--- src/rtl/dsp_pack_pkg.sv ---
package dsp_pack_pkg;

    // ----------------------------------------------------------------
    // operation select
    // ----------------------------------------------------------------
    typedef enum logic [2:0] {
        OP_ROUND_SAT_REDUCE = 3'h0,
        OP_EXTRACT_WORD = 3'h1,
        OP_BYTE_REDUCTION_ADD = 3'h2,
        OP_MASKED_STATUS_READ = 3'h3,
        OP_HALFWORD_IMM_REPLICATE = 3'h4,
        OP_BYTE_IMM_REPLICATE = 3'h5,
        OP_HALFWORD_REG_REPLICATE = 3'h6,
        OP_BYTE_REG_REPLICATE = 3'h7
    } op_t;

    // ----------------------------------------------------------------
    // rounding constants
    // ----------------------------------------------------------------
    localparam logic [32:0] ROUND_CONST = 33'h0_0000_8000;
    localparam logic [32:0] SAT_MAX_Q31 = 33'h0_7FFF_FFFF;

    // ----------------------------------------------------------------
    // status/control field layout
    // ----------------------------------------------------------------
    localparam int POS_LSB = 0;
    localparam int POS_MSB = 5;
    localparam int SCOUNT_LSB = 7;
    localparam int SCOUNT_MSB = 12;
    localparam int CARRY_BIT = 13;
    localparam int EFI_BIT = 14;
    localparam int OUFLAG_LSB = 16;
    localparam int OUFLAG_MSB = 23;
    localparam int CCOND_LSB = 24;
    localparam int CCOND_MSB = 27;
    localparam int SAT_FLAG_BIT = 22;
    localparam int MASK_USED_BITS = 6;
    localparam logic [9:0] MASK_ALL_FIELDS = 10'h01F;
    localparam logic [31:0] STATUS_RESET = 32'h0000_0000;

endpackage

--- src/rtl/dsp_pack_replicate_unit.sv ---
`timescale 1ns/100ps
// Overview of operation
// - round: sign-extend word, add 0x8000, take upper half
// - sign change saturates and sets flag 22
// - first source upper half, second lower
// - prepend: shift right, fill with source low bits
// - add four unsigned bytes to ten bits
// - zero-extend the ten-bit sum
// - mask bits 0..5 copy or clear fields
// - ignore mask 6..9, clear unselected bits
// - mask bit to status field mapping
// - sign-extend ten-bit immediate into both halves
// - byte immediate into all four lanes
// - source low half into both halves
// - source low byte into all lanes
// - no data-dependent exceptions raised
module dsp_pack_replicate_unit (
    input wire logic i_sys_clk, // core clock
    input wire logic i_srst, // synchronous reset, active high
    input wire logic i_ce, // clock enable, freezes state when low
    input wire logic i_issue, // operation valid this cycle
    input wire dsp_pack_pkg::op_t i_op, // operation select
    input wire logic [31:0] i_source_register, // source operand
    input wire logic [31:0] i_target_register, // target operand
    input wire logic [4:0] i_shift_amount, // prepend shift amount
    input wire logic [9:0] i_imm, // immediate or mask field
    input wire logic i_mask_default, // one-operand status read form
    input wire logic i_status_wr, // external write of status register
    input wire logic [31:0] i_status_wdata, // external write data
    output logic o_wb_valid, // write-back valid
    output logic [31:0] o_wb_data, // write-back value
    output logic [31:0] o_dsp_status_control // status/control register
);
    // ----------------------------------------------------------------
    // state
    // ----------------------------------------------------------------
    typedef struct packed {
        logic wb_valid;
        logic [31:0] wb_data;
        logic [31:0] status;
    } state_t;

    state_t st;
    state_t next_st;
    logic [31:0] lane_word [2];
    logic [15:0] lane_half [2];
    logic lane_sat [2];
    logic [9:0] byte_lane [4];
    logic [9:0] byte_sum;
    logic [15:0] imm_half;
    logic [31:0] imm_half_rep;
    logic [31:0] imm_byte_rep;
    logic [31:0] reg_half_rep;
    logic [31:0] reg_byte_rep;
    logic [63:0] prepend_cat;
    logic [31:0] prepend_word;
    logic [9:0] mask;
    logic [31:0] field_sel;
    logic [31:0] status_view;
    logic [31:0] result;
    logic set_flag;

    // ----------------------------------------------------------------
    // rounding lanes
    // ----------------------------------------------------------------
    // lane 1 rounds the first source into the upper half, lane 0 the second
    assign lane_word[1] = i_source_register;
    assign lane_word[0] = i_target_register;

    // one rounding and saturating lane per source word
    generate
        for (genvar lane = 0; lane < 2; lane++) begin : g_round_lane
            dsp_round_sat_lane u_lane (
                .i_word(lane_word[lane]),
                .o_half(lane_half[lane]),
                .o_sat(lane_sat[lane])
            );
        end
    endgenerate

    // ----------------------------------------------------------------
    // byte reduction
    // ----------------------------------------------------------------
    // every byte is widened to ten bits first, so four of them cannot wrap
    generate
        for (genvar b = 0; b < 4; b++) begin : g_byte_lane
            assign byte_lane[b] = {2'b00, i_source_register[8 * b +: 8]};
        end
    endgenerate

    // unsigned sum of the four lanes, at most ten bits wide
    assign byte_sum = byte_lane[0] + byte_lane[1] + byte_lane[2] + byte_lane[3];

    // ----------------------------------------------------------------
    // replication
    // ----------------------------------------------------------------
    // immediate forms: the halfword form sign-extends, the byte form does not
    assign imm_half = {{6{i_imm[9]}}, i_imm};
    assign imm_half_rep = {2{imm_half}};
    assign imm_byte_rep = {4{i_imm[7:0]}};

    // register forms: only the low halfword or the low byte of the source is used
    assign reg_half_rep = {2{i_source_register[15:0]}};
    assign reg_byte_rep = {4{i_source_register[7:0]}};

    // ----------------------------------------------------------------
    // prepend
    // ----------------------------------------------------------------
    // the source sits above the target, so its low bits drop into the
    // positions that the right shift empties; a zero shift keeps the target
    assign prepend_cat = {i_source_register, i_target_register} >> i_shift_amount;
    assign prepend_word = prepend_cat[31:0];

    // ----------------------------------------------------------------
    // masked status read
    // ----------------------------------------------------------------
    // the one-operand form selects every field but the extract-fail bit
    assign mask = i_mask_default ? dsp_pack_pkg::MASK_ALL_FIELDS : i_imm;

    // bit mask of every selected field; mask bits 9..6 select nothing
    always_comb begin
        field_sel = 32'h0000_0000;
        if (mask[0]) begin
            field_sel[dsp_pack_pkg::POS_MSB:dsp_pack_pkg::POS_LSB] = 6'h3F;
        end
        if (mask[1]) begin
            field_sel[dsp_pack_pkg::SCOUNT_MSB:dsp_pack_pkg::SCOUNT_LSB] = 6'h3F;
        end
        if (mask[2]) begin
            field_sel[dsp_pack_pkg::CARRY_BIT] = 1'b1;
        end
        if (mask[3]) begin
            field_sel[dsp_pack_pkg::OUFLAG_MSB:dsp_pack_pkg::OUFLAG_LSB] = 8'hFF;
        end
        if (mask[4]) begin
            field_sel[dsp_pack_pkg::CCOND_MSB:dsp_pack_pkg::CCOND_LSB] = 4'hF;
        end
        if (mask[5]) begin
            field_sel[dsp_pack_pkg::EFI_BIT] = 1'b1;
        end
    end

    // the status word as held before this edge, reduced to selected fields
    assign status_view = st.status & field_sel;

    // ----------------------------------------------------------------
    // result selection
    // ----------------------------------------------------------------
    // one full destination value per operation for the write-back
    always_comb begin
        result = 32'h0000_0000;
        set_flag = 1'b0;
        case (i_op)
            dsp_pack_pkg::OP_ROUND_SAT_REDUCE: begin
                result = {lane_half[1], lane_half[0]};
                set_flag = lane_sat[0] | lane_sat[1];
            end
            dsp_pack_pkg::OP_EXTRACT_WORD: begin
                result = prepend_word;
            end
            dsp_pack_pkg::OP_BYTE_REDUCTION_ADD: begin
                result = {22'h00_0000, byte_sum};
            end
            dsp_pack_pkg::OP_MASKED_STATUS_READ: begin
                result = status_view;
            end
            dsp_pack_pkg::OP_HALFWORD_IMM_REPLICATE: begin
                result = imm_half_rep;
            end
            dsp_pack_pkg::OP_BYTE_IMM_REPLICATE: begin
                result = imm_byte_rep;
            end
            dsp_pack_pkg::OP_HALFWORD_REG_REPLICATE: begin
                result = reg_half_rep;
            end
            dsp_pack_pkg::OP_BYTE_REG_REPLICATE: begin
                result = reg_byte_rep;
            end
            default: begin
                result = 32'h0000_0000;
            end
        endcase
    end

    // ----------------------------------------------------------------
    // next state: write-back and flag update, no trap path exists
    // ----------------------------------------------------------------
    always_comb begin
        next_st = st;
        next_st.wb_valid = i_issue;
        if (i_issue) begin
            next_st.wb_data = result;
        end
        if (i_status_wr) begin
            next_st.status = i_status_wdata;
        end
        // set wins over a simultaneous external write; only that external write clears it here
        if (i_issue && set_flag) begin
            next_st.status[dsp_pack_pkg::SAT_FLAG_BIT] = 1'b1;
        end
    end

    // ----------------------------------------------------------------
    // registers
    // ----------------------------------------------------------------
    always_ff @(posedge i_sys_clk) begin
        if (i_srst) begin
            st <= '{wb_valid: 1'b0, wb_data: 32'h0000_0000,
                    status: dsp_pack_pkg::STATUS_RESET};
        end else if (i_ce) begin
            st <= next_st;
        end
    end

    // ----------------------------------------------------------------
    // outputs
    // ----------------------------------------------------------------
    // every output comes straight from the state register
    assign o_wb_valid = st.wb_valid;
    assign o_wb_data = st.wb_data;
    assign o_dsp_status_control = st.status;
endmodule

--- src/rtl/dsp_round_sat_lane.sv ---
`timescale 1ns/100ps
module dsp_round_sat_lane (
    input wire logic [31:0] i_word, // q31 input word
    output logic [15:0] o_half, // rounded, saturated q15
    output logic o_sat // saturation happened
);
    logic [32:0] rounded;

    // ----------------------------------------------------------------
    // sign-extend, round, saturate
    // ----------------------------------------------------------------
    always_comb begin
        rounded = {i_word[31], i_word} + dsp_pack_pkg::ROUND_CONST;
        o_sat = rounded[32] != rounded[31];
        if (o_sat) begin
            rounded = dsp_pack_pkg::SAT_MAX_Q31;
        end
        o_half = rounded[31:16];
    end
endmodule

--- config.mk ---
export PLATFORM = sky130hd
export DESIGN_NAME = dsp_pack_replicate_unit
export DESIGN_NICKNAME = d
export VERILOG_FILES = /design/src/rtl/dsp_pack_pkg.sv /design/src/rtl/dsp_pack_replicate_unit.sv /design/src/rtl/dsp_round_sat_lane.sv
export SDC_FILE = /design/constraint.sdc
export NUM_CORES = 1
export LEC_CHECK = 0
export BUFFER_PORTS_ARGS = -buffer_cell sky130_fd_sc_hd__buf_2
export CAP_MARGIN = 20
export CORE_ASPECT_RATIO = 2
export CORE_MARGIN = 10
export CORE_UTILIZATION = 61
export CTS_CLUSTER_DIAMETER = 60
export DETAILED_ROUTE_END_ITERATION = 10
export PLACE_DENSITY = 0.94
export SYNTH_ARGS = -nofsm -noshare
export SYNTH_HDL_FRONTEND = slang
export SYNTH_SLANG_ARGS = --single-unit
export TNS_END_PERCENT = 50
--- constraint.sdc ---
create_clock -name i_sys_clk -period 8.1 [get_ports i_sys_clk]
set_input_delay 0.405 -clock i_sys_clk [delete_from_list [all_inputs] [get_ports i_sys_clk]]
set_output_delay 0.405 -clock i_sys_clk [all_outputs]
set_load 0.01 [all_outputs]
---- Word level (Yosys, flattened, before mapping) ----
Cells that the tools add are included.
word-level totals
  flip-flop bits (word level) ............. 65
  latch bits .............................. 0
  bits in writable memories ............... 0
  memory bits (read-only) ................. 0
  bits of input ports ..................... 120
  output and inout port bits .............. 65
  word-level logic and storage cells ...... 40
  memories kept ........................... 0
cells by class
  add/sub/neg operators ................... 5
  multiply operators ...................... 0
  div/mod/pow operators ................... 0
  magnitude comparators ................... 0
  equal/unequal tests ..................... 9
  shifts and indexed selects .............. 1
  mux-type cells .......................... 13
  bitwise logic cells ..................... 2
  reductions and logical operators ........ 6
operator list
  cell                    count
  $pmux 32 s8             1
  $add 32x17->33 const B  2
  $mux 32                 2
  $shr 64x5->32           1
  $and 32x28->32          1
  $mux 23                 1
  $mux 6                  3
  $eq 3x3->1 const B      4
  $add 10x8->10           1
  $add 9x8->10            1
  $add 8x8->9             1
  $mux 8                  1
  $eq 3x2->1 const B      2
  $reduce_and 2->1        3
  $mux 1                  4
  $mux 4                  1
  $eq 3x1->1 const B      1
  $logic_not 3->1         1
  $ne 1x1->1              2
  $reduce_bool 2->1       1
  $logic_and 1x1->1       1
  $or 1x1->1              1

---- Depth between registers and ports, before layout ----
Gate-level depths: netlist of run 1.
  depth in word-level cells ............... 7
  mapped depth ............................ 14
  gate-level depth less buffers ........... 13

---- By module ----
A second synthesis of run 1 with hierarchy kept.
second synthesis, totals
  cells, all modules ...................... 986
  area total of the unflattened synthesis .. 8558.2 µm²
by module, submodules not included
  module                   instances  cells each  area each (µm²)  sequential area each (µm²)
  dsp_pack_replicate_unit  1          840         7602.3           1301.2
  dsp_round_sat_lane       2          73          478.0            0.0

---- Worst setup path after synthesis of run 1 ----
OpenSTA, ideal clock, no wires.
  path type ............................... input -> register
  from .................................... input port i_source_register[21]
  to ...................................... register st (netlist bit o_wb_data[6])
  setup time .............................. 0.103 ns
  data arrival time ....................... 3.030 ns
  data required time ...................... 7.997 ns
  path slack .............................. 4.966 ns
  stages on the path ...................... 12
  path buffers ............................ 1
  cells stage by stage .................... clkbuf_1 -> inv_1 -> fa_1 -> fa_1 -> inv_1 -> ha_1 -> nand3_1 -> o211ai_1 -> nor2_1 -> xor2_1 -> o221a_2 -> a2111oi_2
on the way
  cells in the longest elaborated chain, start to end .. 3
  elaborated cells between the ends (all ways) .. 4
  classes of those cells .................. add/sub (2); shift (1); mux (1)
RTL lines
  item                    RTL line                        source
  start: declaration      dsp_pack_replicate_unit.sv:23   input wire logic [31:0] i_source_register,
  $add 9x8->10            dsp_pack_replicate_unit.sv:92   assign byte_sum = byte_lane[0] + byte_lane[1] + byte_lane[2] + byte_lane[3];
  $add 10x8->10           dsp_pack_replicate_unit.sv:92
  $pmux 32 s8 *           dsp_pack_replicate_unit.sv:153  case (i_op)
  end signal: assignment  dsp_pack_replicate_unit.sv:208  st <= '{wb_valid: 1'b0, wb_data: 32'h0000_0000,
  end signal: assignment  dsp_pack_replicate_unit.sv:211  st <= next_st;
  end: declaration        dsp_pack_replicate_unit.sv:43   state_t st;
Mark *: on every way between the ends. The rest lies on a longest branch, timed or not.
A chain may end at the register's enable or synchronous reset.

---- Final worst setup path of run 1 ----
  from .................................... input port i_source_register[1]
  to ...................................... register st (netlist bit o_wb_data[3])
on the way
  cells in the longest elaborated chain, start to end .. 4
  elaborated cells between the ends (all ways) .. 5
  classes of those cells .................. add/sub (3); shift (1); mux (1)
RTL lines
  item           RTL line
  $add 8x8->9    dsp_pack_replicate_unit.sv:92
  $add 9x8->10   dsp_pack_replicate_unit.sv:92
  $add 10x8->10  dsp_pack_replicate_unit.sv:92
  $pmux 32 s8 *  dsp_pack_replicate_unit.sv:153
Marks and branches as above.

==> results, run 1 <==
- In this run the critical register-to-register path is captured at o_wb_data[9]$_SDFFE_PP0P_.
- After filler insertion, the fill cell instance count of the layout stands at 1200.
- The most used flip-flop cell after synthesis is dfxtp_1.
- Detailed placement finished with a half-perimeter wire length of 29.8 mm.
- The mapped cell area is 0.00858 mm².
- The initial antenna violation count is 1.
- The first detailed-routing pass ran for 7 iterations.
- The clock tree synthesis step divided the H-tree into 3 levels.
- The number of nets still failing antenna checks after routing is 0.
- The switching power of the nets is 0.000563 W.
- The total count of max-transition violations in the final report was 0.
- Per report_power, the sequential group accounts for 25.4% of the total.
- The total via count in the routed design is 9461.
- The run finished with clean final reports.
- The routed length per instance is 30.7 µm.
- During synthesis, Yosys emitted a total of 0 warnings.
- The worst hold path belongs to the class in -> reg.
- The number of endpoints with negative hold slack in the final report is 0.
- The cell taking the most area after synthesis is dfxtp_1.
- The source-to-sink clock delay at the later pin of the worst-skew pair is 0.35 ns.
- The worst register-to-register path has a depth of 4.
- After detailed placement, the total cell area comes to 0.00922 mm².
- The share of the clock period used by the worst path after layout is 42.0%.
- 185 I/O pins were placed.
- The most common cell after layout, fill and taps aside is buf_2.
- The TritonCTS buffer count is 9.
- Once the clock tree was built, the resizer swapped 0 gates to a different size.
- The worst hold path was traced through 3 stages.
- The initial core utilization is 61.8%.
- The root buffer cell chosen for the clock tree is clkbuf_16.
- Synthesis produced a netlist with a net count of 1131.
- The TritonCTS clock tree is yes.
- The most used routing layer is met2.
- The relative slew slack is 31.3%.
- The fmax is 294 MHz.
- In this run the worst path has a maximum fanout of 7.
- The number of flip-flops and latches in the synthesized netlist is 65.
- The cell-internal power is 0.000819 W.
- The worst-case hold path end point is o_dsp_status_control[9]$_SDFFE_PP0P_.
- The area share of the largest cell type after synthesis is 15.2%.
- The number of instances in the synthesized netlist is 982.
- In this run the standard cell core region covers 0.0139 mm².
- The largest vdd supply drop is 129 µV.
- The via density per instance is 7.28.
- Setup violations remaining at the end of the flow were counted as 0.
- The required time at the endpoint of the critical path is 8.32 ns.
- The post-route minimum period is 3.40 ns.
- The clock net sink count is 65.
- By area the synthesized netlist is led by dfxtp_1 (15%), mux4_2 (14%), nand2_1 (6.7%).
- The max-cap violation count is 0.
- The first-pass GRT wire length is 59.2 mm.
- Entering global routing, the biggest net connects 63 pins.
- The synthesized area per cell is 8.74 µm².
- The slack of the worst reg-to-reg path is 6.28 ns.
- The final standard cell area without fillers is 0.00958 mm².
- The sequential element share of the synthesized area is 15.2%.
- Setup total negative slack on the finished layout was measured at 0 ns.
- The die footprint is 0.0195 mm².
- In this run, post-CTS hold repair placed 0 buffers.
- After clock tree synthesis, the clock-pin slew on the worst setup and hold paths is 0.07 ns.
- The met2 layer usage reported by global route is 64.9%.
- The count of port buffers added during placement is 184.
- The remaining global-route overflow is 0.
- At the end of routability-driven placement, the weighted congestion stood at 1.13.
- The analysis attributes to cell leakage a power of 4.05 nW.
- In this run, the clock network consumes 30.2% of the power.
- The fraction of power spent switching nets is 40.7%.
- For the pin with the worst max-slew slack, the measured transition is 1.02 ns.
- Setup repair after global routing left no endpoint under its margin.
- After detailed routing, the total wire length is 39.9 mm.
- The worst setup path is launched from an input port.
- The worst setup path is captured at a flop.
- Power spread over the standard cell area amounts to 144 mW/mm².
- Data on the critical path arrives at its endpoint at 3.62 ns.
- For met1 alone, demand over resource in global routing was 41.2%.
- The startpoint of the lowest-slack hold path is i_status_wdata[9].
- The synthesis-to-layout area growth is 11.7%.
- The reg-to-reg critical path startpoint is o_dsp_status_control[9]$_SDFFE_PP0P_.
- The horizontal die dimension is 104 µm.
- The number of global-route vias before repair came to 9445.
- The fraction of final layout cells with drive strength greater than 1 is 28.5%.
- The cell row count is 61.
- The number of distinct standard cells referenced by the synthesized netlist is 78.
- In the global route stage, met3 resource usage came out at 10.3%.
- At the end of the flow, the number of nets in the layout was 1254.
- The number of post-CTS setup repair buffers is 0.
- Measured along the y axis, the die boundary spans 188 µm.
- The count of flip-flops with a built-in enable after synthesis is 0.
- The top cell types in the final layout, fill and taps aside, are buf_2 (183), nand2_1 (154), a21oi_1 (69).
- The combinational share of power is 44.4%.
- The maximum buffer depth of the clock tree is 2.
- The detailed router finished its first iteration with 1298 violations.
- For this run, design rule violations remaining after detail routing come to 0.
- Clock skew on the completed layout was measured at 0.00745 ns.
- The type of the setup path with the least slack is in -> reg.
- In the global route stage, overall resource usage came out at 39.5%.
- Of all flip-flops after synthesis, the portion carrying an async set or reset was 0%.
==> layout make-up <==
class | instances | area [µm²] | area share [%]
diodes | 1 | 2.50 | 0.0261
clock inverters | 7 | 77.6 | 0.809
well taps | 189 | 236 | 2.47
multi-input cells | 779 | 6480 | 67.6
clock buffers | 9 | 225 | 2.35
inverters | 53 | 199 | 2.08
repair buffers | 197 | 1060 | 11.1
flip-flops and latches | 65 | 1300 | 13.6
==> registers in the layout, summed over array words and instances, names as in the netlist <==
register and cells:
o_dsp_status_control 32, o_wb_data 32, o_wb_valid 1
==> cell families after synthesis <==
logic type,after synthesis,synth area share [%]
buffers and inverters,138,9.32
AOI/OAI and AO/OA,241,18.7
DFF,65,15.2
muxes,169,32.1
and+or+nand+nor,310,16.0
xor gates and xnor gates,30,3.06
adders and majority gates,29,5.63
==> cell usage after synthesis, types with 10 or more instances <==
| master | count |
|---|---|
| mux2i_1 | 57 |
| xnor2_1 | 23 |
| nand3_1 | 25 |
| o211ai_1 | 17 |
| mux4_1 | 21 |
| clkbuf_1 | 37 |
| nor2_1 | 63 |
| a211oi_1 | 22 |
| buf_4 | 12 |
| buf_2 | 10 |
| nand2_1 | 154 |
| mux4_2 | 54 |
| inv_1 | 52 |
| nor3_1 | 21 |
| dfxtp_1 | 65 |
| nand4_1 | 10 |
| a21oi_1 | 69 |
| ha_1 | 13 |
| clkbuf_8 | 12 |
| fa_1 | 16 |
| o21ai_0 | 38 |
| mux2_2 | 36 |
==> how the worst max path moves through the flow <==
stage,endpoint,start,cells past startpoint
finish,o_wb_data[3]$_SDFFE_PP0P_,i_source_register[1],13
global route,o_wb_data[9]$_SDFFE_PP0P_,i_source_register[1],14
CTS,o_wb_data[3]$_SDFFE_PP0P_,i_source_register[1],13
detailed placement,o_wb_data[3]$_SDFFE_PP0P_,i_source_register[1],13
global placement,o_wb_data[3]$_SDFFE_PP0P_,i_source_register[1],13
floorplan,o_wb_data[6]$_SDFFE_PP0P_,i_source_register[21],12
==> metrics by stage <==
step | setup WS, ns | power, W | utilization (%) | cells | hold WS [ns]
after detailed placement | 4.47 | 0.000934 | 66.4 | 1281 | 0.444
after CTS | 4.82 | 0.00134 | 68.6 | 1297 | 0.293
after global placement | 4.46 | 0.000930 | 66.4 | 1281 | 0.439
final | 4.70 | 0.00138 | 69.0 | 1300 | 0.290
after floorplan | 4.97 | 0.000738 | - | 982 | 0.470
after global routing | 4.65 | 0.00143 | 69.0 | 1299 | 0.297
==> metal layers <==
metal  vias up  wire length, µm
met5         -                0
met4         0             4160
met3       285             4680
met2       913            18800
met1      4337            12200
li1       3926                -
==> critical path, cell delays in order <==
cell and delay, ns:
buf_2 0.21, inv_1 0.09, fa_1 0.63, fa_1 0.44, inv_1 0.08, ha_1 0.18
inv_1 0.06, fa_1 0.39, xnor2_1 0.16, a221oi_1 0.36, o311ai_0 0.21, a311oi_1 0.33
nor3_1 0.07
==> power by group through the flow <==
stage / sequential, W / clock (W) / combinational, W
6_report: 0.000351 / 0.000418 / 0.000614
5_1_grt: 0.000352 / 0.000429 / 0.000646
4_1_cts: 0.000350 / 0.000414 / 0.000581
3_5_place_dp: 0.000356 / 0 / 0.000578
3_3_place_gp: 0.000356 / 0 / 0.000574
2_1_floorplan: 0.000361 / 0 / 0.000377
Note: power is estimated with default switching activity, not from simulation.
==> run 2: changes to the inputs <==
- CORE_UTILIZATION: 61 -> 57
- PLACE_DENSITY: 0.94 -> 0.89
- clock period: 8.1 -> 3.2 ns (I/O delays scaled with it)
==> results, run 2 (synthesis results as in run 1) <==
- The uppermost layer routed is met4 (unchanged).
- The core footprint is 0.0148 mm² (was 0.0139 mm²).
- Run status: complete, no violations (unchanged).
- The clock transition at the registers of the reported paths is 0.07 ns (about the same).
- The count of port buffers added during placement was 184 (unchanged).
- The number of I/O pins is 185 (unchanged).
- The required time at the endpoint of the critical path is 3.44 ns (was 8.32 ns).
- The horizontal die dimension is 107 µm (was 104 µm).
- The via density per instance is 7.28 (about the same).
- The most common cell after layout, fill and taps aside is buf_2 (unchanged).
- The relative slew slack was 22.3% (was 31.3%).
- The die footprint was 0.0207 mm² (was 0.0195 mm²).
- The number of DRC markers in iteration 0 is 1251 (was 1298).
- The cell row count is 63 (was 61).
- The wire length the detailed router placed on met1 was 12.5 mm (was 12.2 mm).
- The static power due to leakage came to 4.27 nW (was 4.05 nW).
- The delay of the slowest cell on the worst path was 0.53 ns (was 0.63 ns).
- The worst-case clock skew is 0.0101 ns (was 0.00745 ns).
- The remaining global-route overflow is 0 (unchanged).
- The maximum buffer depth of the clock tree is 2 (unchanged).
- The total wire length came to 42.4 mm (was 39.9 mm).
- The setup TNS is 0 ns (unchanged).
- The post-route minimum period is 2.78 ns.
- The number of cells upsized or downsized after cts is 0 (unchanged).
- The sum of buffers and inverters on the critical path is 3 (was 4).
- The total count of max-transition violations in the final report was 0 (unchanged).
- The synthesis-to-layout area growth came to 15.9% (was 11.7%).
- The initial core utilization came to 57.9% (was 61.8%).
- The number of post-CTS setup repair buffers is 0 (unchanged).
- The H-tree depth reported by CTS is 3 (unchanged).
- The HPWL reported at the end of detailed placement is 32.3 mm (was 29.8 mm).
- The power density over cell area is 366 mW/mm² (was 144 mW/mm²).
- The arrival time of the worst setup path is 3.02 ns (was 3.62 ns).
- The type of element capturing the critical path is a flop (unchanged).
- The largest fanout on the critical path is 6 (was 7).
- The cell family contributing the most delay on the critical path was adder cells (unchanged).
- The max-cap violation count was 0 (unchanged).
- The final setup slack of the worst path was 0.416 ns (was 4.70 ns).
- The largest vdd supply drop is 408 µV (was 129 µV).
- RSZ-0062 raised after global routing: false (unchanged).
- The root buffer selected by CTS is clkbuf_16 (unchanged).
- The element type at the critical path start is an input port (unchanged).
- The aggregate global-route resource usage was 40.1% (was 39.5%).
- Of the available clock period, the critical path in the final layout requires 87.0%.
- The TritonCTS clock tree is yes (unchanged).
- The total via count in the routed design came to 9814 (was 9461).
- The type of the setup path with the least slack is in -> reg (unchanged).
- The final count of negative-setup-slack endpoints came to 0 (unchanged).
- The first-pass GRT wire length is 62.5 mm (was 59.2 mm).
- The number of hold buffers added after CTS was 0 (unchanged).
- Most frequent cells in the layout: buf_2 (183), nand2_1 (154), a21oi_1 (69) (unchanged).
- The worst hold-check path type is in -> reg (unchanged).
- Cell chain of the critical path: buf_2, inv_1, fa_1, fa_1, inv_1, ha_1, nand3_1, o211ai_1, nor2_1, xor2_1, o221a_2, a2111oi_2 (was buf_2, inv_1, fa_1, fa_1, inv_1, ha_1, inv_1, fa_1, xnor2_1, a221oi_1, o311ai_0, a311oi_1, nor3_1).
- The clock net sink count is 65 (unchanged).
- The number of nets in the finished design is 1296 (was 1254).
- The length of routed met2 wiring is 19.8 mm (was 18.8 mm).
- The routed length per instance is 31.4 µm (was 30.7 µm).
- The number of nets still failing antenna checks after routing is 0 (unchanged).
- The number of detailed-routing iterations run before antenna repair is 8 (was 7).
- The source-to-sink clock delay at the later pin of the worst-skew pair is 0.35 ns (about the same).
- The initial antenna violation count is 2 (was 1).
- The fmax is 359 MHz.
- The worst-case setup slack after placement is 0.110 ns (was 4.47 ns).
- The fraction of final layout cells with drive strength greater than 1 is 31.1% (was 28.5%).
- The cell with the biggest individual delay on the critical path is fa_1 (unchanged).
- The number of endpoints with negative hold slack in the final report is 0 (unchanged).
- The routability congestion estimate from global placement is 1.14 (was 1.13).
- The vertical die dimension is 194 µm (was 188 µm).
- The met3 routed wirelength is 5.54 mm (was 4.68 mm).
- The DRC violation count after routing is 0 (unchanged).
- The maximum number of pins on one net before global-route repair came to 49 (was 63).
- The TritonCTS buffer count is 9 (unchanged).
- The number of global-route vias before repair came to 9817 (was 9445).
- The slew at the pin closest to its max-slew limit is 1.16 ns (was 1.02 ns).
-- run 2: cell count changes in the layout (fill, tap and decap cells not counted), sizes merged --
| cell | delta |
|---|---|
| diode | +1 |
| buf | +42 |
| bufinv | +1 |
| clkinvlp | -1 |
-- run 2: path summary, 6_finish.rpt --
check | start | end | slack [ns] | cells after the start
worst max-delay path | i_source_register[5] | o_wb_data[6]$_SDFFE_PP0P_ | 0.42 | 12
worst min register to register | o_dsp_status_control[6]$_SDFFE_PP0P_ | o_dsp_status_control[6]$_SDFFE_PP0P_ | 0.46 | 2
worst min-delay path | i_status_wdata[15] | o_dsp_status_control[15]$_SDFFE_PP0P_ | 0.04 | 3
worst max register to register | o_dsp_status_control[14]$_SDFFE_PP0P_ | o_wb_data[14]$_SDFFE_PP0P_ | 1.37 | 5
-- run 2: layout make-up --
class	count	area (µm²)
sequential	65	1300
clock buffer	9	225
fill	1273	4870
tap	195	244
timing repair buffer	239	1390
inverter	53	199
antenna	2	5.00
multi-input combinational	779	6480
clock inverter	7	100
-- run 2: worst register-to-register path: stages, from the launching register on --
cell and delay [ns]:
dfxtp_1 0.32, nand2_1 0.08, o311ai_1 0.12, a2111oi_0 0.89
buf_4 0.24, nor4_1 0.05
-- run 2: report_power, final --
group	leakage (nW)	switching (W)	internal, W
Sequential	0.531	0.0000356	0.000852
Clock	0.161	0.000436	0.000691
Combinational	3.58	0.000981	0.000649
Total	4.27	0.00145	0.00219
-- run 2: metal layers --
layer / global-route usage (%) / vias up
met3: 12.7 / 326
met4: 32.0 / 0
met1: 41.3 / 4504
met2: 64.7 / 973
li1: - / 4011
met5: 0 / -
-- run 2: stage by stage --
step           utilization [%]  area (µm²)  hold WS [ns]  cells  total power [W]
6_report                  67.1        9950        0.0441   1349          0.00365
5_1_grt                   67.1        9950        0.0632   1349          0.00374
4_1_cts                   66.9        9920        0.0522   1346          0.00352
3_5_place_dp              64.7        9590         0.406   1330          0.00242
3_3_place_gp              64.7        9590         0.398   1330          0.00241
2_1_floorplan                -        8580         0.293    982          0.00187
==> run 3: changes to the inputs <==
- REMOVE_ABC_BUFFERS: default -> 1
==> results, run 3 (synthesis results as in run 1) <==
- The combinational share of power is 46.1% (was 44.7%).
- The number of global-route vias before repair is 9877 (was 9817).
- The total count of max-transition violations in the final report is 0 (unchanged).
- The setup TNS is 0 ns (unchanged).
- The share of the clock period used by the worst path after layout is 89.9% (was 87.0%).
- The overall power consumption is 0.00363 W (was 0.00365 W).
- The cell-internal power is 0.00213 W (was 0.00219 W).
- The static power due to leakage is 4.32 nW (was 4.27 nW).
- The root buffer selected by CTS was clkbuf_16 (unchanged).
- RSZ-0062 raised after global routing: false (unchanged).
- The largest vdd supply drop is 441 µV (was 408 µV).
- The most common cell after layout, fill and taps aside was buf_2 (unchanged).
- The arrival time of the worst setup path came to 3.13 ns (was 3.02 ns).
- The maximum number of pins on one net before global-route repair is 42 (was 49).
- The routability congestion estimate from global placement is 1.10 (was 1.14).
- The count of port buffers added during placement is 184 (unchanged).
- The via density per instance is 7.20 (was 7.28).
- The source-to-sink clock delay at the later pin of the worst-skew pair came to 0.36 ns (was 0.35 ns).
- The total via count in the routed design was 9788 (was 9814).
- The clock transition at the registers of the reported paths is 0.08 ns (was 0.07 ns).
- The number of hold buffers added after CTS is 0 (unchanged).
- The initial antenna violation count is 1 (was 2).
- The worst-case clock skew came to 0.0198 ns (was 0.0101 ns).
- The cell row count is 63 (unchanged).
- The part of the power in registers is 24.6% (was 24.4%).
- The core footprint came to 0.0148 mm² (unchanged).
- The relative slew slack is 20.5% (was 22.3%).
- The post-route minimum period is 2.88 ns (was 2.78 ns).
- The number of I/O pins is 185 (unchanged).
- The TritonCTS clock tree was yes (unchanged).
- The routed length per instance is 32.5 µm (was 31.4 µm).
- The number of DRC markers in iteration 0 is 1353 (was 1251).
- Run status: complete, no violations (unchanged).
- Most frequent cells in the layout: buf_2 (183), nand2_1 (154), a21oi_1 (69) (unchanged).
- The first-pass GRT wire length came to 64.6 mm (was 62.5 mm).
- The total inserted antenna cells is 0 (was 2).
- The final count of negative-setup-slack endpoints is 0 (unchanged).
- The die footprint is 0.0207 mm² (unchanged).
- The vertical die dimension is 194 µm (unchanged).
- The horizontal die dimension is 107 µm (unchanged).
- The H-tree depth reported by CTS is 3 (unchanged).
- The aggregate global-route resource usage is 42.1% (was 40.1%).
- The max-cap violation count is 0 (unchanged).
- The number of endpoints with negative hold slack in the final report is 0 (unchanged).
- The number of nets still failing antenna checks after routing is 0 (unchanged).
- The type of the setup path with the least slack is in -> reg (unchanged).
- The required time at the endpoint of the critical path is 3.45 ns (was 3.44 ns).
- The DRC violation count after routing came to 0 (unchanged).
- The element type at the critical path start is an input port (unchanged).
- The largest fanout on the critical path was 6 (unchanged).
- The slew at the pin closest to its max-slew limit is 1.18 ns (was 1.16 ns).
- The switching power of the nets is 0.00150 W (was 0.00145 W).
- The worst hold-check path type was in -> reg (unchanged).
- The clock net sink count was 65 (unchanged).
- The fill cell instance count of the final layout is 1287 (was 1273).
- The fraction of power spent switching nets is 41.2% (was 39.8%).
- The HPWL reported at the end of detailed placement is 34.3 mm (was 32.3 mm).
- The remaining global-route overflow is 0 (unchanged).
- The maximum buffer depth of the clock tree is 2 (unchanged).
- The synthesis-to-layout area growth is 16.6% (was 15.9%).
- The fraction of final layout cells with drive strength greater than 1 was 31.8% (was 31.1%).
- The number of nets in the finished design was 1309 (was 1296).
- The type of element capturing the critical path is a flop (unchanged).
- The fmax is 348 MHz (was 359 MHz).
- The total wire length is 44.2 mm (was 42.4 mm).
- The number of cells upsized or downsized after cts is 0 (unchanged).
- The number of detailed-routing iterations run before antenna repair is 6 (was 8).
- The TritonCTS buffer count is 9 (unchanged).
- The portion of total power attributed to the clock network is 29.3% (was 30.9%).
- The initial core utilization is 57.9% (unchanged).
- The number of post-CTS setup repair buffers is 0 (unchanged).
- The power density over cell area is 363 mW/mm² (was 366 mW/mm²).
==> run 3: cell types whose count changed in the layout (fill, tap and decap cells not counted) <==
cell,before,now
inv_6,3,2
clkinvlp_4,0,1
diode_2,2,0
buf_12,3,2
bufinv_16,2,1
clkinv_4,1,2
buf_4,52,66
==> run 3: routing by layer <==
| layer | part of all wire, % | track usage [%] | vias up |
|---|---|---|---|
| met1 | 30 | 41.2 | 4574 |
| met2 | 48 | 68.4 | 890 |
| met5 | 0.016 | 0 | - |
| li1 | - | - | 4037 |
| met4 | 11 | 36.6 | 2 |
| met3 | 12 | 14.2 | 285 |
==> run 3: final timing paths <==
path,startpoint,endpoint,slack (ns),cells after the start
max reg2reg,o_dsp_status_control[9]$_SDFFE_PP0P_,o_wb_data[9]$_SDFFE_PP0P_,1.30,4
min,i_status_wdata[23],o_dsp_status_control[23]$_SDFFE_PP0P_,0.03,3
max,i_source_register[10],o_wb_data[6]$_SDFFE_PP0P_,0.32,12
min reg2reg,o_wb_data[26]$_SDFFE_PP0P_,o_wb_data[26]$_SDFFE_PP0P_,0.46,2
==> run 3: layout make-up <==
class | count | area, µm² | area share, %
Sequential cell | 65 | 1300 | 13.0
Clock inverter | 7 | 77.6 | 0.775
Inverter | 53 | 199 | 1.99
Clock buffer | 9 | 225 | 2.25
Multi-Input combinational cell | 779 | 6480 | 64.8
Tap cell | 195 | 244 | 2.44
Timing Repair Buffer | 252 | 1480 | 14.8
==> run 3: through the flow <==
| stage | area (µm²) | hold slack, ns | util [%] | std cells | worst slack (ns) |
|---|---|---|---|---|---|
| global placement | 9680 | 0.399 | 65.3 | 1343 | 0.0330 |
| detailed placement | 9680 | 0.405 | 65.3 | 1343 | 0.00719 |
| global route | 10000 | 0.0519 | 67.5 | 1360 | 0.101 |
| finish | 10000 | 0.0269 | 67.5 | 1360 | 0.324 |
| floorplan | 7980 | 0.229 | - | 897 | 0.517 |
| CTS | 9980 | 0.0417 | 67.3 | 1359 | 0.357 |
==> run 3: worst max-delay path, cell delays in order <==
cell and delay [ns]:
buf_2 0.15, inv_1 0.09, fa_1 0.51, fa_1 0.59, inv_1 0.06, ha_1 0.29, a21oi_1 0.33, o211ai_1 0.20
nor2_1 0.15, xor2_1 0.09, o221a_2 0.26, a2111oi_2 0.26
==> run 3: power groups by stage <==
| stage | clock network, W | logic (W) | registers (W) |
|---|---|---|---|
| after floorplan | 0 | 0.000815 | 0.000914 |
| after global placement | 0 | 0.00157 | 0.000906 |
| after detailed placement | 0 | 0.00157 | 0.000907 |
| after CTS | 0.00105 | 0.00158 | 0.000888 |
| after global routing | 0.00109 | 0.00175 | 0.000895 |
| final | 0.00106 | 0.00167 | 0.000894 |
